**config.mk**
```make
export PLATFORM = sky130hd
export DESIGN_NAME = sio_rxtx
export DESIGN_NICKNAME = d
export VERILOG_FILES = /design/src/sio_pkg.sv /design/src/sio_rxtx.sv
export VERILOG_INCLUDE_DIRS = /design/src
export SDC_FILE = /design/constraint.sdc
export NUM_CORES = 1
export LEC_CHECK = 0
export ABC_AREA = 1
export BUFFER_PORTS_ARGS = -buffer_cell sky130_fd_sc_hd__buf_4
export CAP_MARGIN = 20
export CELL_PAD_IN_SITES_DETAIL_PLACEMENT = 1
export CELL_PAD_IN_SITES_GLOBAL_PLACEMENT = 2
export CORE_UTILIZATION = 35
export DETAILED_ROUTE_END_ITERATION = 6
export GPL_TIMING_DRIVEN = 0
export PLACE_DENSITY_LB_ADDON = 0.3
export SLEW_MARGIN = 5
export SYNTH_ARGS = -nofsm -noshare
export SYNTH_HDL_FRONTEND = slang
export SYNTH_SLANG_ARGS = --single-unit
```
**constraint.sdc**
```tcl
create_clock -name core_clk -period 5.4 [get_ports core_clk]
set_clock_uncertainty 0.05 [all_clocks]
set_input_delay 1.35 -clock core_clk [delete_from_list [all_inputs] [get_ports core_clk]]
set_output_delay 1.35 -clock core_clk [all_outputs]
set_load 0.05 [all_outputs]
```
**src/sio_map.svh**
```systemverilog
// Register map, field positions, reset values and timing counts of the serial unit.
// Assumes a 32-bit APB register bus and byte addresses.
`ifndef SIO_MAP_SVH
`define SIO_MAP_SVH
`define SIO_CTRL_OFS  8'h00
`define SIO_STAT_OFS  8'h04
`define SIO_TXB_OFS   8'h08
`define SIO_RXB_OFS   8'h0C
`define SIO_C_RUN     7
`define SIO_C_ABORT   6
`define SIO_C_MODE    5:4
`define SIO_C_DIR     3
`define SIO_C_CKS     2:0
`define SIO_S_TXU     3
`define SIO_S_RXO     2
`define SIO_CTRL_RST  8'h00
`define SIO_STAT_RST  8'h20
`define SIO_CKS_EXT   3'h7
`define SIO_HALF_BASE 4
`define SIO_BITS      4'h8
`define SIO_LAST_BIT  4'h7
`endif

```
**src/sio_pkg.sv**
```systemverilog
// Types shared by the serial unit.
// Assumes nothing beyond a SystemVerilog compiler.
package sio_pkg;
  typedef enum logic [2:0] {
    ST_IDLE  = 3'h1,
    ST_HOLD  = 3'h2,
    ST_SHIFT = 3'h4
  } sio_state_e;
  typedef enum logic [1:0] {
    MODE_TX   = 2'h0,
    MODE_RX   = 2'h1,
    MODE_TXRX = 2'h2,
    MODE_RSV  = 2'h3
  } sio_mode_e;
endpackage

```
**src/sio_rxtx.sv**
```systemverilog
// Receive and transmit/receive engine of an 8-bit synchronous serial unit with APB registers.
// Assumes core_clk at 40 MHz; serial clock and data pins are asynchronous to it.
//
// Overview of operation
// - Clearing run in receive finishes current byte.
// - Abort halts at once, clears run, flags, shift registers and buffers.
// - Overrun set: new data discarded, buffers kept.
// - Byte done with buffer full sets overrun.
// - After overrun, second read returns shift register.
// - Clearing overrun also clears receive-full.
// - After run clear, stop after eight pulses.
// - No interrupt while overrun stays uncorrected.
// - Mode 10 selects full duplex.
// - Active flag set on first falling edge.
// - Output on falling, input on rising edge.
// - Shift-count flag high first to eighth fall.
// - Tx empty at rise; rx full plus interrupt.
// - Internal clock starts within one serial period.
// - External first fall loads the shift register.
// - Tx write clears empty; rx read clears full.
// - Internal clock waits high for read and write.
// - Underrun sets flag, data pin held high.
// - Full duplex stop finishes byte, pin high.
// - Direction zero MSB first, one LSB first.
// - Mode 01 selects receive only.
// - Receive only: byte stored, full set, interrupt.
`include "sio_map.svh"

module sio_rxtx
  import sio_pkg::*;
#(
  parameter int HALF_BASE = `SIO_HALF_BASE
) (
  // Clock, reset, enable
  input  wire logic        core_clk,
  input  wire logic        rst_n,
  input  wire logic        clkEn,
  // APB slave
  input  wire logic        psel,
  input  wire logic        penable,
  input  wire logic        pwrite,
  input  wire logic [7:0]  paddr,
  input  wire logic [31:0] pwdata,
  output logic      [31:0] prdata,
  output logic             pready,
  output logic             pslverr,
  // Serial pins
  input  wire logic        serialClockPinIn,
  output logic             serialClockPinOut,
  output logic             serialClockPinOe,
  input  wire logic        serialInPin,
  output logic             serialOutPin,
  // Interrupt
  output logic             serialIrq
);

  if (HALF_BASE < 1 || HALF_BASE > 256) begin : g_chk
    $error("HALF_BASE must lie in 1..256");
  end

  ////////////////////////////////////////////////////////////////////////////
  // Registers and bus decode

  logic       runReg;
  sio_mode_e  modeReg;
  logic       dirReg;
  logic [2:0] cksReg;
  sio_state_e stateReg;
  logic       sefReg, txEmptyReg, rxFullReg, txUnderReg, rxOverReg;
  logic [7:0] txBufReg, rxBufReg, txShReg, rxShReg;
  logic [3:0] fallCntReg, riseCntReg;
  logic       txLoadedReg, rxReadSeenReg, sdoReg, irqReg;
  logic       sckOutReg;
  logic [15:0] divCntReg;
  logic       sckS1, sckS2, sckS3, sdiS1, sdiS2;

  logic hitCtrl, hitStat, hitTx, hitRx, apbWr, apbRd;
  logic abortWr, ctrlWr, txWr, rxRd, errClrTx, errClrRx;

  assign hitCtrl  = paddr == `SIO_CTRL_OFS;
  assign hitStat  = paddr == `SIO_STAT_OFS;
  assign hitTx    = paddr == `SIO_TXB_OFS;
  assign hitRx    = paddr == `SIO_RXB_OFS;
  assign apbWr    = psel & penable & pwrite;
  assign apbRd    = psel & penable & ~pwrite;
  assign pready   = 1'b1;
  assign pslverr  = psel & penable & ~(hitCtrl | hitStat | hitTx | hitRx);
  assign ctrlWr   = apbWr & hitCtrl;
  assign abortWr  = ctrlWr & pwdata[`SIO_C_ABORT];
  // Writes while the buffer still holds unsent data are dropped
  assign txWr     = apbWr & hitTx & txEmptyReg;
  assign rxRd     = apbRd & hitRx;
  assign errClrTx = apbWr & hitStat & ~pwdata[`SIO_S_TXU];
  assign errClrRx = apbWr & hitStat & ~pwdata[`SIO_S_RXO];

  // Control register; abort bit is an action and reads back zero
  always_ff @(posedge core_clk or negedge rst_n) begin
    if (!rst_n) begin
      runReg  <= 1'b0;
      modeReg <= MODE_TX;
      dirReg  <= 1'b0;
      cksReg  <= 3'h0;
    end else if (clkEn && ctrlWr) begin
      runReg  <= pwdata[`SIO_C_RUN] & ~pwdata[`SIO_C_ABORT];
      modeReg <= sio_mode_e'(pwdata[`SIO_C_MODE]);
      dirReg  <= pwdata[`SIO_C_DIR];
      cksReg  <= pwdata[`SIO_C_CKS];
    end
  end

  // Read data is captured in the setup cycle so that prdata comes from a flop
  always_ff @(posedge core_clk or negedge rst_n) begin
    if (!rst_n) begin
      prdata <= 32'h0000_0000;
    end else if (clkEn && psel && !penable && !pwrite) begin
      case (1'b1)
        hitCtrl: prdata <= {24'h00_0000, runReg, 1'b0, modeReg, dirReg, cksReg};
        hitStat: prdata <= {24'h00_0000, stateReg != ST_IDLE, sefReg, txEmptyReg,
                            rxFullReg, txUnderReg, rxOverReg, 2'h0};
        hitRx:   prdata <= {24'h00_0000, rxReadSeenReg ? rxShReg : rxBufReg};
        default: prdata <= 32'h0000_0000;
      endcase
    end
  end

  ////////////////////////////////////////////////////////////////////////////
  // Serial clock: pin synchroniser and internal generator

  logic isExt, modeOk, waitInt, startOk, genGo, intEdge;
  logic fallEv, riseEv;
  logic [15:0] halfCnt;

  always_ff @(posedge core_clk or negedge rst_n) begin
    if (!rst_n) begin
      {sckS1, sckS2, sckS3} <= 3'h7;
      {sdiS1, sdiS2}        <= 2'h3;
    end else if (clkEn) begin
      sckS1 <= serialClockPinIn;
      sckS2 <= sckS1;
      sckS3 <= sckS2;
      sdiS1 <= serialInPin;
      sdiS2 <= sdiS1;
    end
  end

  assign isExt   = cksReg == `SIO_CKS_EXT;
  assign modeOk  = modeReg == MODE_RX || modeReg == MODE_TXRX;
  // Auto-wait: hold the clock high until software has serviced the buffers
  assign waitInt = rxFullReg | (modeReg == MODE_TXRX & txEmptyReg);
  assign startOk = runReg & modeOk & (isExt | ~waitInt);
  assign genGo   = ~sckOutReg | (stateReg == ST_SHIFT ? fallCntReg != `SIO_BITS : startOk);
  assign halfCnt = 16'(HALF_BASE) << cksReg;
  assign intEdge = ~isExt & genGo & (divCntReg == halfCnt - 16'h0001);
  assign fallEv  = isExt ? (sckS3 & ~sckS2) : (intEdge & sckOutReg);
  assign riseEv  = isExt ? (~sckS3 & sckS2) : (intEdge & ~sckOutReg);

  // Counter rests at zero while idle, so a start needs at most one period
  always_ff @(posedge core_clk or negedge rst_n) begin
    if (!rst_n) begin
      sckOutReg <= 1'b1;
      divCntReg <= 16'h0000;
    end else if (clkEn) begin
      if (abortWr || isExt || !genGo) begin
        divCntReg <= 16'h0000;
        if (abortWr || isExt) sckOutReg <= 1'b1;
      end else if (intEdge) begin
        divCntReg <= 16'h0000;
        sckOutReg <= ~sckOutReg;
      end else begin
        divCntReg <= divCntReg + 16'h0001;
      end
    end
  end

  assign serialClockPinOut = sckOutReg;
  assign serialClockPinOe  = ~isExt;

  ////////////////////////////////////////////////////////////////////////////
  // Transfer engine

  logic startEv, underEv, loadEv, doneEv, storeEv, overEv;
  logic [7:0] rxShIn, txShNext;

  function automatic logic firstBit(input logic dir, input logic [7:0] d);
    firstBit = dir ? d[0] : d[7];
  endfunction

  // A start is taken only on a falling edge, so external loads follow the pin
  assign startEv  = fallEv & runReg & modeOk & (stateReg != ST_SHIFT);
  assign underEv  = startEv & modeReg == MODE_TXRX & txEmptyReg;
  assign loadEv   = startEv & modeReg == MODE_TXRX & ~txEmptyReg;
  assign doneEv   = stateReg == ST_SHIFT & riseEv & riseCntReg == `SIO_LAST_BIT;
  // Full buffer at completion means overrun; internal clock never gets here full
  assign overEv   = doneEv & ~rxOverReg & rxFullReg;
  assign storeEv  = doneEv & ~rxOverReg & ~rxFullReg;
  assign rxShIn   = dirReg ? {sdiS2, rxShReg[7:1]} : {rxShReg[6:0], sdiS2};
  assign txShNext = dirReg ? {1'b1, txShReg[7:1]} : {txShReg[6:0], 1'b1};

  always_ff @(posedge core_clk or negedge rst_n) begin
    if (!rst_n) begin
      stateReg    <= ST_IDLE;
      fallCntReg  <= 4'h0;
      riseCntReg  <= 4'h0;
      txShReg     <= 8'h00;
      rxShReg     <= 8'h00;
      txLoadedReg <= 1'b0;
      sdoReg      <= 1'b1;
    end else if (clkEn) begin
      if (abortWr) begin
        stateReg    <= ST_IDLE;
        fallCntReg  <= 4'h0;
        riseCntReg  <= 4'h0;
        txShReg     <= 8'h00;
        rxShReg     <= 8'h00;
        txLoadedReg <= 1'b0;
        sdoReg      <= 1'b1;
      end else begin
        case (stateReg)
          ST_IDLE, ST_HOLD: begin
            sdoReg <= 1'b1;
            if (stateReg == ST_HOLD && !runReg) begin
              stateReg <= ST_IDLE;
            end else if (startEv) begin
              stateReg   <= ST_SHIFT;
              fallCntReg <= 4'h1;
              riseCntReg <= 4'h0;
              if (loadEv) begin
                txShReg     <= txBufReg;
                txLoadedReg <= 1'b1;
                sdoReg      <= firstBit(dirReg, txBufReg);
              end else begin
                sdoReg <= 1'b1;
              end
            end
          end
          ST_SHIFT: begin
            if (fallEv && fallCntReg != `SIO_BITS) begin
              fallCntReg <= fallCntReg + 4'h1;
              txShReg    <= txShNext;
              if (modeReg == MODE_TXRX && !txUnderReg) sdoReg <= firstBit(dirReg, txShNext);
            end
            if (riseEv) begin
              riseCntReg  <= riseCntReg + 4'h1;
              txLoadedReg <= 1'b0;
              if (!rxOverReg) rxShReg <= rxShIn;
              if (doneEv) begin
                // Byte finished: stop if run was cleared; last bit stands past this rise for hold
                stateReg <= runReg ? ST_HOLD : ST_IDLE;
              end
            end
          end
          default: stateReg <= ST_IDLE;
        endcase
      end
    end
  end

  assign serialOutPin = sdoReg;

  ////////////////////////////////////////////////////////////////////////////
  // Status flags, buffers and interrupt

  always_ff @(posedge core_clk or negedge rst_n) begin
    if (!rst_n) begin
      sefReg <= 1'b0;
    end else if (clkEn) begin
      if (abortWr) sefReg <= 1'b0;
      else if (startEv) sefReg <= 1'b1;
      else if (stateReg == ST_SHIFT && fallEv && fallCntReg == `SIO_LAST_BIT) sefReg <= 1'b0;
    end
  end

  // Set wins over a clearing write in the same cycle
  always_ff @(posedge core_clk or negedge rst_n) begin
    if (!rst_n) begin
      txEmptyReg <= 1'b1;
      txBufReg   <= 8'h00;
    end else if (clkEn) begin
      if (abortWr) begin
        txEmptyReg <= 1'b1;
        txBufReg   <= 8'h00;
      end else begin
        if (riseEv && stateReg == ST_SHIFT && txLoadedReg) txEmptyReg <= 1'b1;
        else if (txWr) txEmptyReg <= 1'b0;
        if (txWr) txBufReg <= pwdata[7:0];
      end
    end
  end

  always_ff @(posedge core_clk or negedge rst_n) begin
    if (!rst_n) begin
      rxFullReg     <= 1'b0;
      rxBufReg      <= 8'h00;
      rxReadSeenReg <= 1'b0;
    end else if (clkEn) begin
      if (abortWr) begin
        rxFullReg     <= 1'b0;
        rxBufReg      <= 8'h00;
        rxReadSeenReg <= 1'b0;
      end else begin
        if (storeEv) begin
          rxFullReg <= 1'b1;
          rxBufReg  <= rxShIn;
        end else if (errClrRx && rxOverReg) begin
          rxFullReg <= 1'b0;
        end else if (rxRd && !rxOverReg && !overEv) begin
          rxFullReg <= 1'b0;
        end
        if (errClrRx && rxOverReg) rxReadSeenReg <= 1'b0;
        else if (rxRd && rxOverReg) rxReadSeenReg <= 1'b1;
      end
    end
  end

  always_ff @(posedge core_clk or negedge rst_n) begin
    if (!rst_n) begin
      txUnderReg <= 1'b0;
      rxOverReg  <= 1'b0;
    end else if (clkEn) begin
      if (abortWr) begin
        txUnderReg <= 1'b0;
        rxOverReg  <= 1'b0;
      end else begin
        if (underEv) txUnderReg <= 1'b1;
        else if (errClrTx) txUnderReg <= 1'b0;
        if (overEv) rxOverReg <= 1'b1;
        else if (errClrRx) rxOverReg <= 1'b0;
      end
    end
  end

  // One pulse per byte completed while overrun is clear; underrun is reported with the byte's end
  always_ff @(posedge core_clk or negedge rst_n) begin
    if (!rst_n) begin
      irqReg <= 1'b0;
    end else if (clkEn) begin
      irqReg <= doneEv & ~rxOverReg & ~abortWr;
    end
  end

  assign serialIrq = irqReg;
endmodule

```
After elaboration in Yosys (flattened, before gate mapping):

Cells that the tools add are included.

* output and inout bits: 38
* input bits: 48
* register bits after elaboration: 113
* logic and storage cells: 246

* eq/ne operators: 25
* add/subtract/negate cells: 4
* bitwise gates (word level): 54
* shift-type cells: 1
* mux-type cells: 79
* reduce and logical (&&, ||, !) cells: 55

Operators by type and width (count)
* 8-bit 2-to-1 mux: 17
* 32-bit 2-to-1 mux: 2
* 1-bit 2-to-1 mux: 38
* 1-bit bitwise AND: 34
* 16-bit 2-to-1 mux: 2
* 4-bit 2-to-1 mux: 8
* 3-bit != test (second input constant): 6
* 3-bit nonzero test: 6
* 16-bit by 1-bit adder with 16-bit output (second input constant): 1
* 16-bit equality test: 1
* 8-bit by 4-bit equality test with 1-bit output (second input constant): 2
* 4-bit one-hot mux with 2 select lines: 2
* 8-bit one-hot mux with 2 select lines: 1
* 2-bit AND reduction: 8
* 3-bit by 3-bit left shift with 16-bit output (first input constant): 1
* 16-bit by 1-bit subtractor with 16-bit output (second input constant): 1
* 1-bit logical AND: 15
* 3-bit 2-to-1 mux: 5
* 1-bit NOT: 14
* 4-bit AND reduction: 3
* 6-bit AND reduction: 2
* 5-bit AND reduction: 2
* 2-bit nonzero test: 5
* 4-bit by 1-bit adder with 4-bit output (second input constant): 2
* other kinds (22): 40

Depth between registers and ports, before layout:

* word-level depth: 22
* mapped depth: 19
* gate-level depth less buffers: 19

Worst setup path after synthesis:

No wires, ideal clock.

* path kind: input to output
* start: in paddr[7]
* end: out pslverr
* cell stages on the path: 6
* arrival: 4.220 ns
* path buffers: 0
* path slack: -0.220 ns
* path through: nor2_1 > nand2_1 > nor2_1 > nand2_1 > inv_1 > a2111oi_0

* longest elaborated chain between the ends: 6
* elaborated cells between the ends (all ways): 9
* those cells by class: eq/ne (3); bitwise (5); reduce/logical (1)

Ends and longest elaborated chain
* start, declared: line sio_rxtx.sv:42 `input wire logic [7:0] paddr,`
* 8-bit by 3-bit equality test with 1-bit output (no source line) or 8-bit logical NOT (tied branches)
* 1-bit bitwise OR (2 in a row): line sio_rxtx.sv:87 `assign pslverr = psel & penable & ~(hitCtrl | hitStat | hitTx | hitRx);`
* 1-bit bitwise OR (*): line sio_rxtx.sv:87
* 1-bit NOT (*): line sio_rxtx.sv:87
* 1-bit bitwise AND (*): line sio_rxtx.sv:87
* end, declared: line sio_rxtx.sv:46 `output logic pslverr,`

Mark *: on every way between the ends. The rest lies on a longest branch, timed or not.

Worst setup path after layout:

Ends and elaborated chain as after synthesis.

==> results.cfg <==
[critical_path]
critical_path_class = in -> out
worst_setup_path_start_kind = primary input
path_max_fanout = 6
worst_ep_arrival_time_ns = 2.72
cp.required_ns = 4.00
crit_path_end_kind = output port
r2r_cells = 14

[power_and_ir_drop]
p_int_mw = 1.400
irDropWorstVdd_v = 0.0001510
seqPwrFrac = 0.365
p_leak_nw = 3.354
p_per_area_nw_per_um2 = 332.0
power_frac_clock = 0.344
switching_share = 0.3542
pwr-share-comb = 0.292
p_sw_uw = 768.2

[clock_tree]
max-clock-path-buffers = 2
cts.sinks = 89
tritoncts = done
post_cts_resized = 0
clockRootBuffer = clkbuf_16
clkTransAtPathRegs_ns = 0.06
clk_latency_ns = 0.35
cts_setup_buffers = 0
hold_buffers = 0
htree_levels = 3
cts_made_buffers = 9

[route]
vias_per_cell = 4.899
totalWireLength_mm = 16.25
wl_met3_um = 505
dr.pass1.iters = 4
drt-met1-wl_mm = 7.879
num_vias = 5046
top_layer = met4
wl_per_cell_um = 15.77
ant_nets = 0
drc_errors = 0
met2_length_mm = 7.564
drt-initial-drc-count = 205

[finish]
final_cell_mix = nand2_1, inv_1, dfrtp_1, buf_4, nor2_1
num_antenna_cells = 0
mostFrequentLayoutCell = nand2_1
drive_gt1_frac = 0.1868
nets = 867
final_core_util = 0.4266
syn2layout_area_growth_pct = 17.94

[timing]
rsz0062_at_grt = false
setup_viol = 0
hold_slack_ns = 0.4137
min_period_ns = 4.123
slew_headroom = 0.2757
fin_crit_sh = 0.7636
fin_setup_tns_ns = 0
timing.final.max_slew_violations = 0
worst_slew_pin_slew_ns = 1.077
fmax_mhz = 242.5
hold_viol = 0

[min_path]
holdCritPathClass = reg -> reg
whs_path_depth = 2

[global_route]
grt-ovfl-total = 0
grt_max_degree = 50
grt_pass1_vias = 5243
grtUsageTotal = 0.2152
grt_pass1_wl_mm = 27.31
antenna_found_initial = 0

[die]
die_area_um2 = 16330
start_util = 0.3617
num_rows = 45
die_h_um = 127.8
core_area_um2 = 15310
dieWidth_um = 127.8
num_io_pins = 86

[status]
status = finished, final reports clean

[yosys]
synth_edf_count = 0
yosys_warnings = 0
syn_area_um2 = 5539
ys_seq_area_frac = 0.4041
syn_area_per_cell_um2 = 7.455
async_reset_ff_frac = 1.000
synth-seq-cells = 89
ys_dominant_reg_cell = dfrtp_1
netlist_instances = 743
synth_cell_types = 51

[placement]
port_buffers = 36
finalWeightedCongestion = 0.8287
hpwl_mm = 12.56

[flow_run]
max-cap-violations = 0
## stage by stage
stage	total power [mW]	worst slack [ns]	instances	cell area [um^2]
floorplan	1.256	0.4550	766	5627
global placement	1.399	1.281	1013	6161
detailed placement	1.435	1.251	1014	6188
CTS	2.192	1.216	1030	6533
global route	2.281	1.027	1030	6533
finish	2.169	1.277	1030	6533
## worst max-delay path, stage by stage
cell and delay [ns]:
buf_4 0.08, nor2_1 0.03, nand2_1 0.21, nor2_1 0.07
nand2_1 0.20, inv_1 0.15, a2111oi_1 0.35, buf_4 0.28
## path summary, 6_finish.rpt
check / start / end / slack [ns]
max reg2reg: modeReg[0] / rxShReg[7] / 3.03
min reg2reg: sckS1 / sckS1 / 0.41
min in group asynchronous: rst_n / fallCntReg[1] / 0.94
min: sckS1 / sckS1 / 0.41
max: paddr[7] / pslverr / 1.28
max in group asynchronous: rst_n / serialClockPinOut / 3.66
## synth_stat cells (2+ instances only)
| master | instances | area, um^2 |
|---|---|---|
| conb_1 | 2 | 7.510 |
| nor4_1 | 3 | 18.77 |
| and3_1 | 3 | 18.77 |
| nor3_1 | 8 | 40.04 |
| inv_1 | 84 | 315.3 |
| buf_6 | 3 | 33.78 |
| nand2_1 | 238 | 893.4 |
| or2_2 | 2 | 12.51 |
| nor2_2 | 2 | 12.51 |
| nand3_4 | 4 | 70.07 |
| nand3_1 | 35 | 175.2 |
| o21ai_2 | 11 | 96.34 |
| buf_2 | 4 | 20.02 |
| a22oi_1 | 5 | 37.54 |
| nor3b_1 | 4 | 30.03 |
| nand4_1 | 17 | 106.4 |
| xor2_1 | 6 | 52.55 |
| ha_1 | 5 | 62.56 |
| buf_4 | 26 | 195.2 |
| nand2_2 | 10 | 62.56 |
| inv_2 | 4 | 15.01 |
| o21ai_0 | 45 | 225.2 |
| o21ai_1 | 2 | 10.01 |
| nor2_4 | 6 | 67.56 |
| nand3_2 | 3 | 30.03 |
| dfrtp_1 | 80 | 2002 |
| nand2_4 | 9 | 101.4 |
| a221oi_1 | 4 | 35.03 |
| nand3b_1 | 3 | 22.52 |
| clkbuf_1 | 10 | 37.54 |
| dfstp_2 | 9 | 236.5 |
| a21oi_1 | 18 | 90.09 |
| nor2_1 | 60 | 225.2 |
## cells by family (layout without fill, tap and decap cells)
logic type      count (synthesis)  after routing  share of synthesized area
simple gates                  411            411                     0.3506
buf+inv                       134            187                     0.1170
compound gates                 94             94                     0.1028
flops                          89             89                     0.4041
xor+xnor                        7              7                    0.01107
fa+ha+maj                       5              5                    0.01129
other cells                     2             25                   0.001356
mux                             1              1                   0.001807
## power groups by stage
| stage | clock network (mW) | logic [mW] | registers, mW |
|---|---|---|---|
| 6_report | 0.745 | 0.633 | 0.791 |
| 5_1_grt | 0.780 | 0.701 | 0.800 |
| 4_1_cts | 0.760 | 0.641 | 0.791 |
| 3_5_place_dp | 0 | 0.634 | 0.800 |
| 3_3_place_gp | 0 | 0.603 | 0.796 |
| 2_1_floorplan | 0 | 0.445 | 0.811 |
## layer usage
| layer | global-route usage | up-vias |
|---|---|---|
| met4 | 0.07474 | 0 |
| met5 | 0 | - |
| li1 | - | 2479 |
| met1 | 0.2986 | 2466 |
| met3 | 0.03130 | 20 |
| met2 | 0.3424 | 81 |
## sequential cells by signal, indices dropped and copies added, names as in the netlist, 2 cells and up
register    cells
stateReg        3
txShReg         8
riseCntReg      4
rxBufReg        8
cksReg          3
txBufReg        8
rxShReg         8
prdata          8
divCntReg      16
modeReg         2
fallCntReg      4
## layout make-up
| cell class | instances | area, um^2 |
|---|---|---|
| plain buffers | 44 | 306.5 |
| clock buffers | 10 | 239.0 |
| clock inverters | 6 | 105.1 |
| fillers | 1953 | 8782 |
| inverters | 90 | 341.6 |
| multi-input cells | 543 | 2740 |
| flip-flops and latches | 89 | 2238 |
| well taps | 211 | 264.0 |
| repair buffers | 37 | 297.8 |
Power figures use the tool's default switching activity.
